<file path="src/common/vwm_pkg.sv">
`default_nettype none
package vwm_pkg;

    // Object dictionary indexes of the velocity objects
    localparam logic [15:0] IDX_SENSOR_VELOCITY = 16'h6069;
    localparam logic [15:0] IDX_VELOCITY_DEMAND = 16'h606B;
    localparam logic [15:0] IDX_VELOCITY_ACTUAL = 16'h606C;
    localparam logic [15:0] IDX_VELOCITY_WINDOW = 16'h606D;
    localparam logic [15:0] IDX_VELOCITY_THRESHOLD = 16'h606F;
    localparam logic [15:0] IDX_VELOCITY_LOOP_SET = 16'h60F9;

    // Sub-entries of the velocity loop tuning record
    localparam logic [7:0] SUB_ZERO = 8'h00;
    localparam logic [7:0] SUB_RATE_DIVIDER = 8'h01;
    localparam logic [7:0] SUB_POSMODE_P_GAIN = 8'h02;
    localparam logic [7:0] SUB_POSMODE_I_GAIN = 8'h03;
    localparam logic [7:0] SUB_POSMODE_LOOP_ERROR = 8'h04;
    localparam logic [7:0] SUB_VELMODE_P_GAIN = 8'h05;
    localparam logic [7:0] SUB_VELMODE_I_GAIN = 8'h06;
    localparam logic [7:0] SUB_VELMODE_INTEGRAL_ERROR_GAIN = 8'h07;
    localparam logic [7:0] SUB_VELMODE_LOOP_ERROR = 8'h08;
    localparam logic [7:0] RECORD_ENTRIES = 8'h08;

    // Reset values; gains are IEEE single precision
    localparam logic [31:0] RST_VALUE32 = 32'h0000_0000;
    localparam logic [15:0] RST_VALUE16 = 16'h0000;
    localparam logic [15:0] RST_RATE_DIVIDER = 16'h0001;
    localparam logic [15:0] MIN_RATE_DIVIDER = 16'h0001;
    localparam logic [31:0] RST_P_GAIN = 32'h3D4C_CCCD;
    localparam logic [31:0] RST_I_GAIN = 32'h4000_0000;
    localparam logic [31:0] RST_INTEGRAL_ERROR_GAIN = 32'h0000_0000;
    localparam int FLOAT_SIGN_BIT = 31;

    // Abort answers of the object access port
    localparam logic [31:0] ABORT_NONE = 32'h0000_0000;
    localparam logic [31:0] ABORT_READ_ONLY = 32'h0601_0002;
    localparam logic [31:0] ABORT_NO_OBJECT = 32'h0602_0000;
    localparam logic [31:0] ABORT_NO_SUBINDEX = 32'h0609_0011;
    localparam logic [31:0] ABORT_VALUE_LOW = 32'h0609_0032;

    // Sample rate and unit scaling
    localparam logic [31:0] SAMPLE_RATE_HZ_DEF = 32'h0000_1F40;
    localparam int SCALE_FRAC_BITS = 16;

endpackage
`default_nettype wire

</file>
<file path="src/verilog/vwm_monitor.sv">
// Functional notes
// - Target-reached bit set while actual velocity lies inside window around target.
// - Zero-speed bit set when actual velocity magnitude is at or below threshold.
// - Both comparisons act at once, no dwell or qualification delay.
// - Comparisons only drive the status bits in velocity modes.
// - Sensor velocity is per-sample increments times rate, negated by polarity bit.
// - Actual velocity is sensor velocity scaled into velocity units, signed 32-bit.
// - Velocity demand readable, signed 32-bit, from the demand generator output.
// - Window and threshold are unsigned 16-bit read/write, reset to zero.
// - Tuning record groups eight sub-entries: divider, position and velocity gains/errors.
// - Rate divider is signed 16-bit read/write, default one, minimum one.
// - P gains default 0.05, I gains 2.0, velocity integral-error gain 0.0.
// - Position and velocity loop errors are read-only, per sample, cyclically mappable.
`timescale 1ns/100ps
`default_nettype none
module vwm_monitor #(
    parameter logic [31:0] SAMPLE_RATE_HZ = vwm_pkg::SAMPLE_RATE_HZ_DEF
) (
    input wire logic core_clk,
    input wire logic rstn,
    input wire logic sample_tick,
    input wire logic velocity_mode,
    input wire logic velocity_polarity,
    input wire logic [31:0] vel_incs_per_sample,
    input wire logic [31:0] target_velocity,
    input wire logic [31:0] demand_velocity,
    input wire logic [31:0] vel_unit_scale,
    input wire logic [31:0] posmode_error_in,
    input wire logic [31:0] velmode_error_in,
    input wire logic od_req,
    input wire logic od_write,
    input wire logic [15:0] od_index,
    input wire logic [7:0] od_subindex,
    input wire logic [31:0] od_wdata,
    output logic od_ack,
    output logic od_abort,
    output logic [31:0] od_abort_code,
    output logic [31:0] od_rdata,
    output logic target_reached,
    output logic zero_speed,
    output logic [31:0] sensor_velocity,
    output logic [31:0] velocity_actual,
    output logic [31:0] velocity_demand,
    output logic [15:0] loop_rate_divider,
    output logic [31:0] posmode_p_gain,
    output logic [31:0] posmode_i_gain,
    output logic [31:0] velmode_p_gain,
    output logic [31:0] velmode_i_gain,
    output logic [31:0] velmode_integral_error_gain,
    output logic [31:0] posmode_loop_error,
    output logic [31:0] velmode_loop_error
);

    typedef struct packed {
        logic [31:0] sensor_velocity;
        logic [31:0] velocity_demand;
        logic [31:0] velocity_actual;
        logic [15:0] velocity_window;
        logic [15:0] velocity_threshold;
        logic [15:0] loop_rate_divider;
        logic [31:0] posmode_p_gain;
        logic [31:0] posmode_i_gain;
        logic [31:0] posmode_loop_error;
        logic [31:0] velmode_p_gain;
        logic [31:0] velmode_i_gain;
        logic [31:0] velmode_integral_error_gain;
        logic [31:0] velmode_loop_error;
        logic target_reached;
        logic zero_speed;
        logic ack;
        logic abort;
        logic [31:0] abort_code;
        logic [31:0] rdata;
    } vwm_state_t;

    localparam vwm_state_t RESET_STATE = '{
        sensor_velocity: vwm_pkg::RST_VALUE32,
        velocity_demand: vwm_pkg::RST_VALUE32,
        velocity_actual: vwm_pkg::RST_VALUE32,
        velocity_window: vwm_pkg::RST_VALUE16,
        velocity_threshold: vwm_pkg::RST_VALUE16,
        loop_rate_divider: vwm_pkg::RST_RATE_DIVIDER,
        posmode_p_gain: vwm_pkg::RST_P_GAIN,
        posmode_i_gain: vwm_pkg::RST_I_GAIN,
        posmode_loop_error: vwm_pkg::RST_VALUE32,
        velmode_p_gain: vwm_pkg::RST_P_GAIN,
        velmode_i_gain: vwm_pkg::RST_I_GAIN,
        velmode_integral_error_gain: vwm_pkg::RST_INTEGRAL_ERROR_GAIN,
        velmode_loop_error: vwm_pkg::RST_VALUE32,
        target_reached: 1'b0,
        zero_speed: 1'b0,
        ack: 1'b0,
        abort: 1'b0,
        abort_code: vwm_pkg::ABORT_NONE,
        rdata: vwm_pkg::RST_VALUE32
    };

    vwm_state_t state;
    vwm_state_t next_state;

    logic [31:0] incs_per_sec;
    logic [31:0] next_sensor;
    logic [31:0] next_actual;
    logic [32:0] window_delta;
    logic [32:0] speed_magnitude;
    logic in_window;
    logic below_threshold;
    logic [31:0] read_value;
    logic [31:0] access_abort;
    logic read_only;

    // Magnitude of a signed 33-bit value, never overflows
    function automatic logic [32:0] vwm_abs33(input logic [32:0] value);
        vwm_abs33 = value[32] ? (~value + 33'h1) : value;
    endfunction

    // Float gains accept no negative value
    function automatic logic vwm_negative_float(input logic [31:0] value);
        vwm_negative_float = value[vwm_pkg::FLOAT_SIGN_BIT];
    endfunction

    // Per-sample increments into increments per second, polarity applied
    always_comb begin
        incs_per_sec = vel_incs_per_sample * SAMPLE_RATE_HZ;
        next_sensor = velocity_polarity ? (~incs_per_sec + 32'h1) : incs_per_sec;
    end

    // Sensor value into velocity units
    vwm_vel_scaler #(
        .FRAC_BITS(vwm_pkg::SCALE_FRAC_BITS)
    ) u_scaler (
        .sensor_velocity(next_sensor),
        .unit_scale(vel_unit_scale),
        .scaled_velocity(next_actual)
    );

    // Window and threshold tests on the fresh sample
    always_comb begin
        window_delta = {next_actual[31], next_actual}
                       - {target_velocity[31], target_velocity};
        in_window = vwm_abs33(window_delta)
                    <= {17'h0, state.velocity_window};
        speed_magnitude = vwm_abs33({next_actual[31], next_actual});
        below_threshold = speed_magnitude
                          <= {17'h0, state.velocity_threshold};
    end

    // Object decode: read value, abort code and write protection
    always_comb begin
        read_value = vwm_pkg::RST_VALUE32;
        access_abort = vwm_pkg::ABORT_NONE;
        read_only = 1'b1;
        unique case (od_index)
            vwm_pkg::IDX_SENSOR_VELOCITY: read_value = state.sensor_velocity;
            vwm_pkg::IDX_VELOCITY_DEMAND: read_value = state.velocity_demand;
            vwm_pkg::IDX_VELOCITY_ACTUAL: read_value = state.velocity_actual;
            vwm_pkg::IDX_VELOCITY_WINDOW: begin
                read_value = {16'h0, state.velocity_window};
                read_only = 1'b0;
            end
            vwm_pkg::IDX_VELOCITY_THRESHOLD: begin
                read_value = {16'h0, state.velocity_threshold};
                read_only = 1'b0;
            end
            vwm_pkg::IDX_VELOCITY_LOOP_SET: begin
                read_only = 1'b0;
                unique case (od_subindex)
                    vwm_pkg::SUB_ZERO: begin
                        read_value = {24'h0, vwm_pkg::RECORD_ENTRIES};
                        read_only = 1'b1;
                    end
                    vwm_pkg::SUB_RATE_DIVIDER: begin
                        read_value = {{16{state.loop_rate_divider[15]}},
                                      state.loop_rate_divider};
                    end
                    vwm_pkg::SUB_POSMODE_P_GAIN: read_value = state.posmode_p_gain;
                    vwm_pkg::SUB_POSMODE_I_GAIN: read_value = state.posmode_i_gain;
                    vwm_pkg::SUB_POSMODE_LOOP_ERROR: begin
                        read_value = state.posmode_loop_error;
                        read_only = 1'b1;
                    end
                    vwm_pkg::SUB_VELMODE_P_GAIN: read_value = state.velmode_p_gain;
                    vwm_pkg::SUB_VELMODE_I_GAIN: read_value = state.velmode_i_gain;
                    vwm_pkg::SUB_VELMODE_INTEGRAL_ERROR_GAIN: begin
                        read_value = state.velmode_integral_error_gain;
                    end
                    vwm_pkg::SUB_VELMODE_LOOP_ERROR: begin
                        read_value = state.velmode_loop_error;
                        read_only = 1'b1;
                    end
                    default: begin
                        access_abort = vwm_pkg::ABORT_NO_SUBINDEX;
                        read_only = 1'b1;
                    end
                endcase
            end
            default: access_abort = vwm_pkg::ABORT_NO_OBJECT;
        endcase
        // Plain objects have only sub-index zero
        if (access_abort == vwm_pkg::ABORT_NONE
            && od_index != vwm_pkg::IDX_VELOCITY_LOOP_SET
            && od_subindex != vwm_pkg::SUB_ZERO) begin
            access_abort = vwm_pkg::ABORT_NO_SUBINDEX;
        end
        // Writes to read-only entries are refused
        if (access_abort == vwm_pkg::ABORT_NONE && od_write && read_only) begin
            access_abort = vwm_pkg::ABORT_READ_ONLY;
        end
        // Range checks on accepted writes
        if (access_abort == vwm_pkg::ABORT_NONE && od_write
            && od_index == vwm_pkg::IDX_VELOCITY_LOOP_SET) begin
            if (od_subindex == vwm_pkg::SUB_RATE_DIVIDER
                && $signed(od_wdata[15:0]) < $signed(vwm_pkg::MIN_RATE_DIVIDER)) begin
                access_abort = vwm_pkg::ABORT_VALUE_LOW;
            end else if (od_subindex != vwm_pkg::SUB_RATE_DIVIDER
                         && vwm_negative_float(od_wdata)) begin
                access_abort = vwm_pkg::ABORT_VALUE_LOW;
            end
        end
    end

    // Next state: sampling, status bits and object access
    always_comb begin
        next_state = state;
        next_state.ack = 1'b0;
        // Refresh all sampled values once per sample period
        if (sample_tick) begin
            next_state.sensor_velocity = next_sensor;
            next_state.velocity_actual = next_actual;
            next_state.velocity_demand = demand_velocity;
            next_state.posmode_loop_error = posmode_error_in;
            next_state.velmode_loop_error = velmode_error_in;
            next_state.target_reached = in_window;
            next_state.zero_speed = below_threshold;
        end
        // Status bits released outside velocity modes
        if (!velocity_mode) begin
            next_state.target_reached = 1'b0;
            next_state.zero_speed = 1'b0;
        end
        // One answer per request, the cycle after it
        if (od_req) begin
            next_state.ack = 1'b1;
            next_state.abort = access_abort != vwm_pkg::ABORT_NONE;
            next_state.abort_code = access_abort;
            next_state.rdata = od_write ? vwm_pkg::RST_VALUE32 : read_value;
            if (access_abort != vwm_pkg::ABORT_NONE) begin
                next_state.rdata = vwm_pkg::RST_VALUE32;
            end
            if (od_write && access_abort == vwm_pkg::ABORT_NONE) begin
                unique case (od_index)
                    vwm_pkg::IDX_VELOCITY_WINDOW: begin
                        next_state.velocity_window = od_wdata[15:0];
                    end
                    vwm_pkg::IDX_VELOCITY_THRESHOLD: begin
                        next_state.velocity_threshold = od_wdata[15:0];
                    end
                    vwm_pkg::IDX_VELOCITY_LOOP_SET: begin
                        unique case (od_subindex)
                            vwm_pkg::SUB_RATE_DIVIDER: begin
                                next_state.loop_rate_divider = od_wdata[15:0];
                            end
                            vwm_pkg::SUB_POSMODE_P_GAIN: begin
                                next_state.posmode_p_gain = od_wdata;
                            end
                            vwm_pkg::SUB_POSMODE_I_GAIN: begin
                                next_state.posmode_i_gain = od_wdata;
                            end
                            vwm_pkg::SUB_VELMODE_P_GAIN: begin
                                next_state.velmode_p_gain = od_wdata;
                            end
                            vwm_pkg::SUB_VELMODE_I_GAIN: begin
                                next_state.velmode_i_gain = od_wdata;
                            end
                            vwm_pkg::SUB_VELMODE_INTEGRAL_ERROR_GAIN: begin
                                next_state.velmode_integral_error_gain = od_wdata;
                            end
                            default: next_state.abort = next_state.abort;
                        endcase
                    end
                    default: next_state.abort = next_state.abort;
                endcase
            end
        end
    end

    // State register; gains come up at their defaults
    always_ff @(posedge core_clk or negedge rstn) begin
        if (!rstn) begin
            state <= RESET_STATE;
        end else begin
            state <= next_state;
        end
    end

    // Outputs straight from the state register
    assign od_ack = state.ack;
    assign od_abort = state.abort;
    assign od_abort_code = state.abort_code;
    assign od_rdata = state.rdata;
    assign target_reached = state.target_reached;
    assign zero_speed = state.zero_speed;
    assign sensor_velocity = state.sensor_velocity;
    assign velocity_actual = state.velocity_actual;
    assign velocity_demand = state.velocity_demand;
    assign loop_rate_divider = state.loop_rate_divider;
    assign posmode_p_gain = state.posmode_p_gain;
    assign posmode_i_gain = state.posmode_i_gain;
    assign velmode_p_gain = state.velmode_p_gain;
    assign velmode_i_gain = state.velmode_i_gain;
    assign velmode_integral_error_gain = state.velmode_integral_error_gain;
    assign posmode_loop_error = state.posmode_loop_error;
    assign velmode_loop_error = state.velmode_loop_error;

endmodule
`default_nettype wire

</file>
<file path="src/verilog/vwm_vel_scaler.sv">
`timescale 1ns/100ps
`default_nettype none
module vwm_vel_scaler #(
    parameter int FRAC_BITS = vwm_pkg::SCALE_FRAC_BITS
) (
    input wire logic [31:0] sensor_velocity,
    input wire logic [31:0] unit_scale,
    output logic [31:0] scaled_velocity
);

    logic signed [64:0] product;

    // Signed velocity times unsigned fixed point factor
    always_comb begin
        product = $signed({{33{sensor_velocity[31]}}, sensor_velocity})
                  * $signed({33'h0, unit_scale});
        scaled_velocity = product[FRAC_BITS +: 32]; // Drop fraction bits
    end

endmodule
`default_nettype wire

</file>
<file path="config.mk">
export PLATFORM = sky130hd
export DESIGN_NAME = vwm_monitor
export DESIGN_NICKNAME = d
export VERILOG_FILES = /design/src/common/vwm_pkg.sv /design/src/verilog/vwm_monitor.sv /design/src/verilog/vwm_vel_scaler.sv
export SDC_FILE = /design/constraint.sdc
export NUM_CORES = 2
export LEC_CHECK = 0
export BUFFER_PORTS_ARGS = -buffer_cell sky130_fd_sc_hd__buf_2
export CORE_UTILIZATION = 56
export DETAILED_ROUTE_END_ITERATION = 6
export GPL_TIMING_DRIVEN = 0
export PLACE_DENSITY = 0.81
export SYNTH_ARGS = -nofsm -noshare
export SYNTH_HDL_FRONTEND = slang
export SYNTH_HIERARCHICAL = 1
export SYNTH_SLANG_ARGS = --single-unit
</file>
<file path="constraint.sdc">
create_clock -name core_clk -period 2.8 [get_ports core_clk]
set_input_delay 0.14 -clock core_clk [delete_from_list [all_inputs] [get_ports core_clk]]
set_output_delay 0.14 -clock core_clk [all_outputs]
set_load 0.01 [all_outputs]
</file>
==> flow_metrics.tcl <==
set metrics [dict create \
    status "complete, but fails checks" \
    violations "DRC, setup timing" \
    syn_to_final_growth_pct 23.7 \
    holdPathStages 2 \
    placed_cells_incl_taps 8030 \
    cts_max_path_buffers 3 \
    clock_latency_ns 0.61 \
    clk_pin_slew_worst_paths_ns 0.07 \
    fin_crit_ns 16.41 \
    finalHoldViolations 0 \
    worst_ep_required_time_ns 3.30 \
    die_h_um 323 \
    setup_ws_ns -13.61 \
    dp_hpwl_um 182000 \
    die_w_um 323 \
    min_from "od_wdata[10]" \
    fmax_mhz 60.9 \
    io_pins 659 \
    maxCapViolCount 0 \
    rsz0062_at_grt "true" \
    cts.sinks 405 \
    instances_no_fill 8459 \
    setup.worst_path.end_class "flip-flop" \
    grt_use_total 0.446 \
    synth_top_flop_cell "dfrtp_1" \
    yosysUniqueCellTypes 112 \
    row_count 117 \
    h-tree-depth 2 \
    cts_root_buffer "clkbuf_16" \
    synth_seq_cells 405 \
    dieArea_um2 104000 \
    num_vias 52000 \
    drt_iter0_drc 6988 \
    gr-total-overflow 0 \
    crit_type "in2reg" \
    antenna_found_initial 35 \
    critPathLaunch "vel_incs_per_sample[5]" \
    core_um2 102000 \
    tritoncts "done" \
    post_drt_wl_per_cell_um 28.8 \
    worstPathMaxFanout 10 \
    fin_skew_ns 0.0520 \
    ys_seq_area_frac 0.177 \
    async_reset_ff_frac 1.00 \
    layout_commonest_cell "inv_1" \
    path_common_cell "fa_1" \
    period_share 5.86 \
    reg2regPathDepth 14 \
    fill_cells 7262 \
    io_buffers 616 \
    syn_area_um2 57500 \
    critPathMaxStageDelay_ns 0.96 \
    max_slew.worst_pin.slew_ns 1.49 \
    grt_pass1_vias 51200 \
    setup_viol 194 \
    slew_violations 0 \
    rr_startpoint "state[326]" \
    firstDrtPassIters 7 \
    initial_core_util 0.565 \
    synthCells 5984 \
    ys_warn_count 6 \
    timing.slew.headroom 0.00942 \
    grt_max_degree 120 \
    cp_slowest_cell "nor3_2" \
    syn_area_per_cell_um2 9.61 \
    postRouteAntennaNets 0 \
    drive_gt1_frac 0.306 \
    final_cell_mix "1,020 x inv_1, 848 x fa_1, 625 x buf_2, 577 x and2_1, 543 x buf_4" \
    nets 8469 \
    grt_pass1_wl_um 335000 \
    cts-buffers-inserted 41 \
    synth_edf_count 0 \
    finalWirelength_um 244000 \
    gp_congestion 1.07 \
    hold_path.class "in2reg" \
    cp-start-kind "input port" \
    critPathArrivalTime_ns 16.91 \
    drc_errors 43 \
    via_per_inst 6.15 \
]
## routing by layer
metal | GRT usage | vias up | wire length (µm)
li1 | - | 20700 | -
met2 | 0.635 | 4411 | 101000
met1 | 0.563 | 25600 | 83400
met5 | 0 | - | 316
met4 | 0.325 | 42 | 23400
met3 | 0.153 | 1264 | 36100
## cells by family after synthesis
logic type / share of synthesized area
AO/OA/AOI/OAI: 0.0804
XOR/XNOR: 0.0256
adder cells (fa/ha/maj): 0.368
buffers and inverters: 0.140
flip-flops: 0.177
multiplexers: 0.0743
other: 0.0000652
AND/OR/NAND/NOR: 0.134
## stage by stage
stage                     hold slack (ns)  utilization  setup TNS [ns]  worst slack, ns  area, µm²
final                             0.00715        0.700         -349.46           -13.61      71200
after global routing              0.00575        0.699         -365.58           -13.82      71100
after CTS                         0.00405        0.679         -327.95           -12.33      69000
after detailed placement           0.0502        0.624         -643.91           -16.21      63500
after global placement              0.300        0.623        -3133.81           -16.07      63300
after floorplan                    -0.156            -         -295.27           -11.92      58500
## worst max-delay path, delay by kind of cell
kind,cells,cell delay (ns)
simple gates,9,2.52
xor+xnor,3,0.91
fa+ha+maj,16,7.53
compound gates,23,4.10
buf+inv,14,1.63
## registers in the layout, summed over array words and instances (netlist names)
| name | count |
|---|---|
| od_rdata | 32 |
| posmode_i_gain | 32 |
| posmode_loop_error | 32 |
| posmode_p_gain | 32 |
| state | 32 |
| velmode_i_gain | 32 |
| velmode_integral_error_gain | 32 |
| velmode_loop_error | 32 |
| velmode_p_gain | 32 |
| velocity_actual | 32 |
| velocity_demand | 32 |
| sensor_velocity | 26 |
| loop_rate_divider | 16 |
| od_abort_code | 7 |
| od_abort | 1 |
| od_ack | 1 |
| target_reached | 1 |
| zero_speed | 1 |
## path summary, 6_finish.rpt
kind	endpoint	slack (ns)
max	target_reached	-13.61
min	posmode_p_gain[10]	0.007
max reg2reg	target_reached	-0.16
min reg2reg	od_abort	0.51
max in group asynchronous	velocity_actual[29]	1.14
min in group asynchronous	posmode_loop_error[7]	0.04
## synthesized netlist by cell type (all sizes together) (40+ instances only)
cell type | n | area share
nand4 | 48 | 0.0053
a22oi | 60 | 0.0078
a21o | 54 | 0.0071
o21ai | 111 | 0.0097
nand3 | 55 | 0.0048
xnor2 | 122 | 0.019
inv | 1043 | 0.068
mux2 | 373 | 0.073
clkbuf | 263 | 0.017
a21oi | 109 | 0.0098
nor3 | 40 | 0.0035
buf | 433 | 0.055
xor2 | 46 | 0.0070
fa | 859 | 0.30
nor2 | 112 | 0.0074
ha | 317 | 0.069
a221oi | 47 | 0.0074
dfrtp | 368 | 0.16
nand2 | 481 | 0.031
and2 | 585 | 0.064
## cell type report
cell class                 count  area, µm²  share of cell area
inverter                    1043       3940              0.0554
clock inverter                12        160             0.00225
sequential                   405      10200               0.143
buffer                       688       4680              0.0657
antenna                       21       52.6            0.000738
multi-input combinational   3896      42700               0.599
clock buffer                  63       1200              0.0169
tap                         1368       1710              0.0240
timing repair buffer         963       6590              0.0925
## what timing repair did
action / 4_1_cts / 5_1_grt
pin swaps: 91 / 129
endpoints found under the hold margin: 321 / 0
hold buffers: 127 / 0
gates resized for setup: 379 / 313
setup buffers: 125 / 94
gates cloned: 0 / 0
setup endpoints to repair: 284 / 287
Power is not shown: default switching activity piles up to over one toggle a cycle in this logic, so the estimate is an artifact.
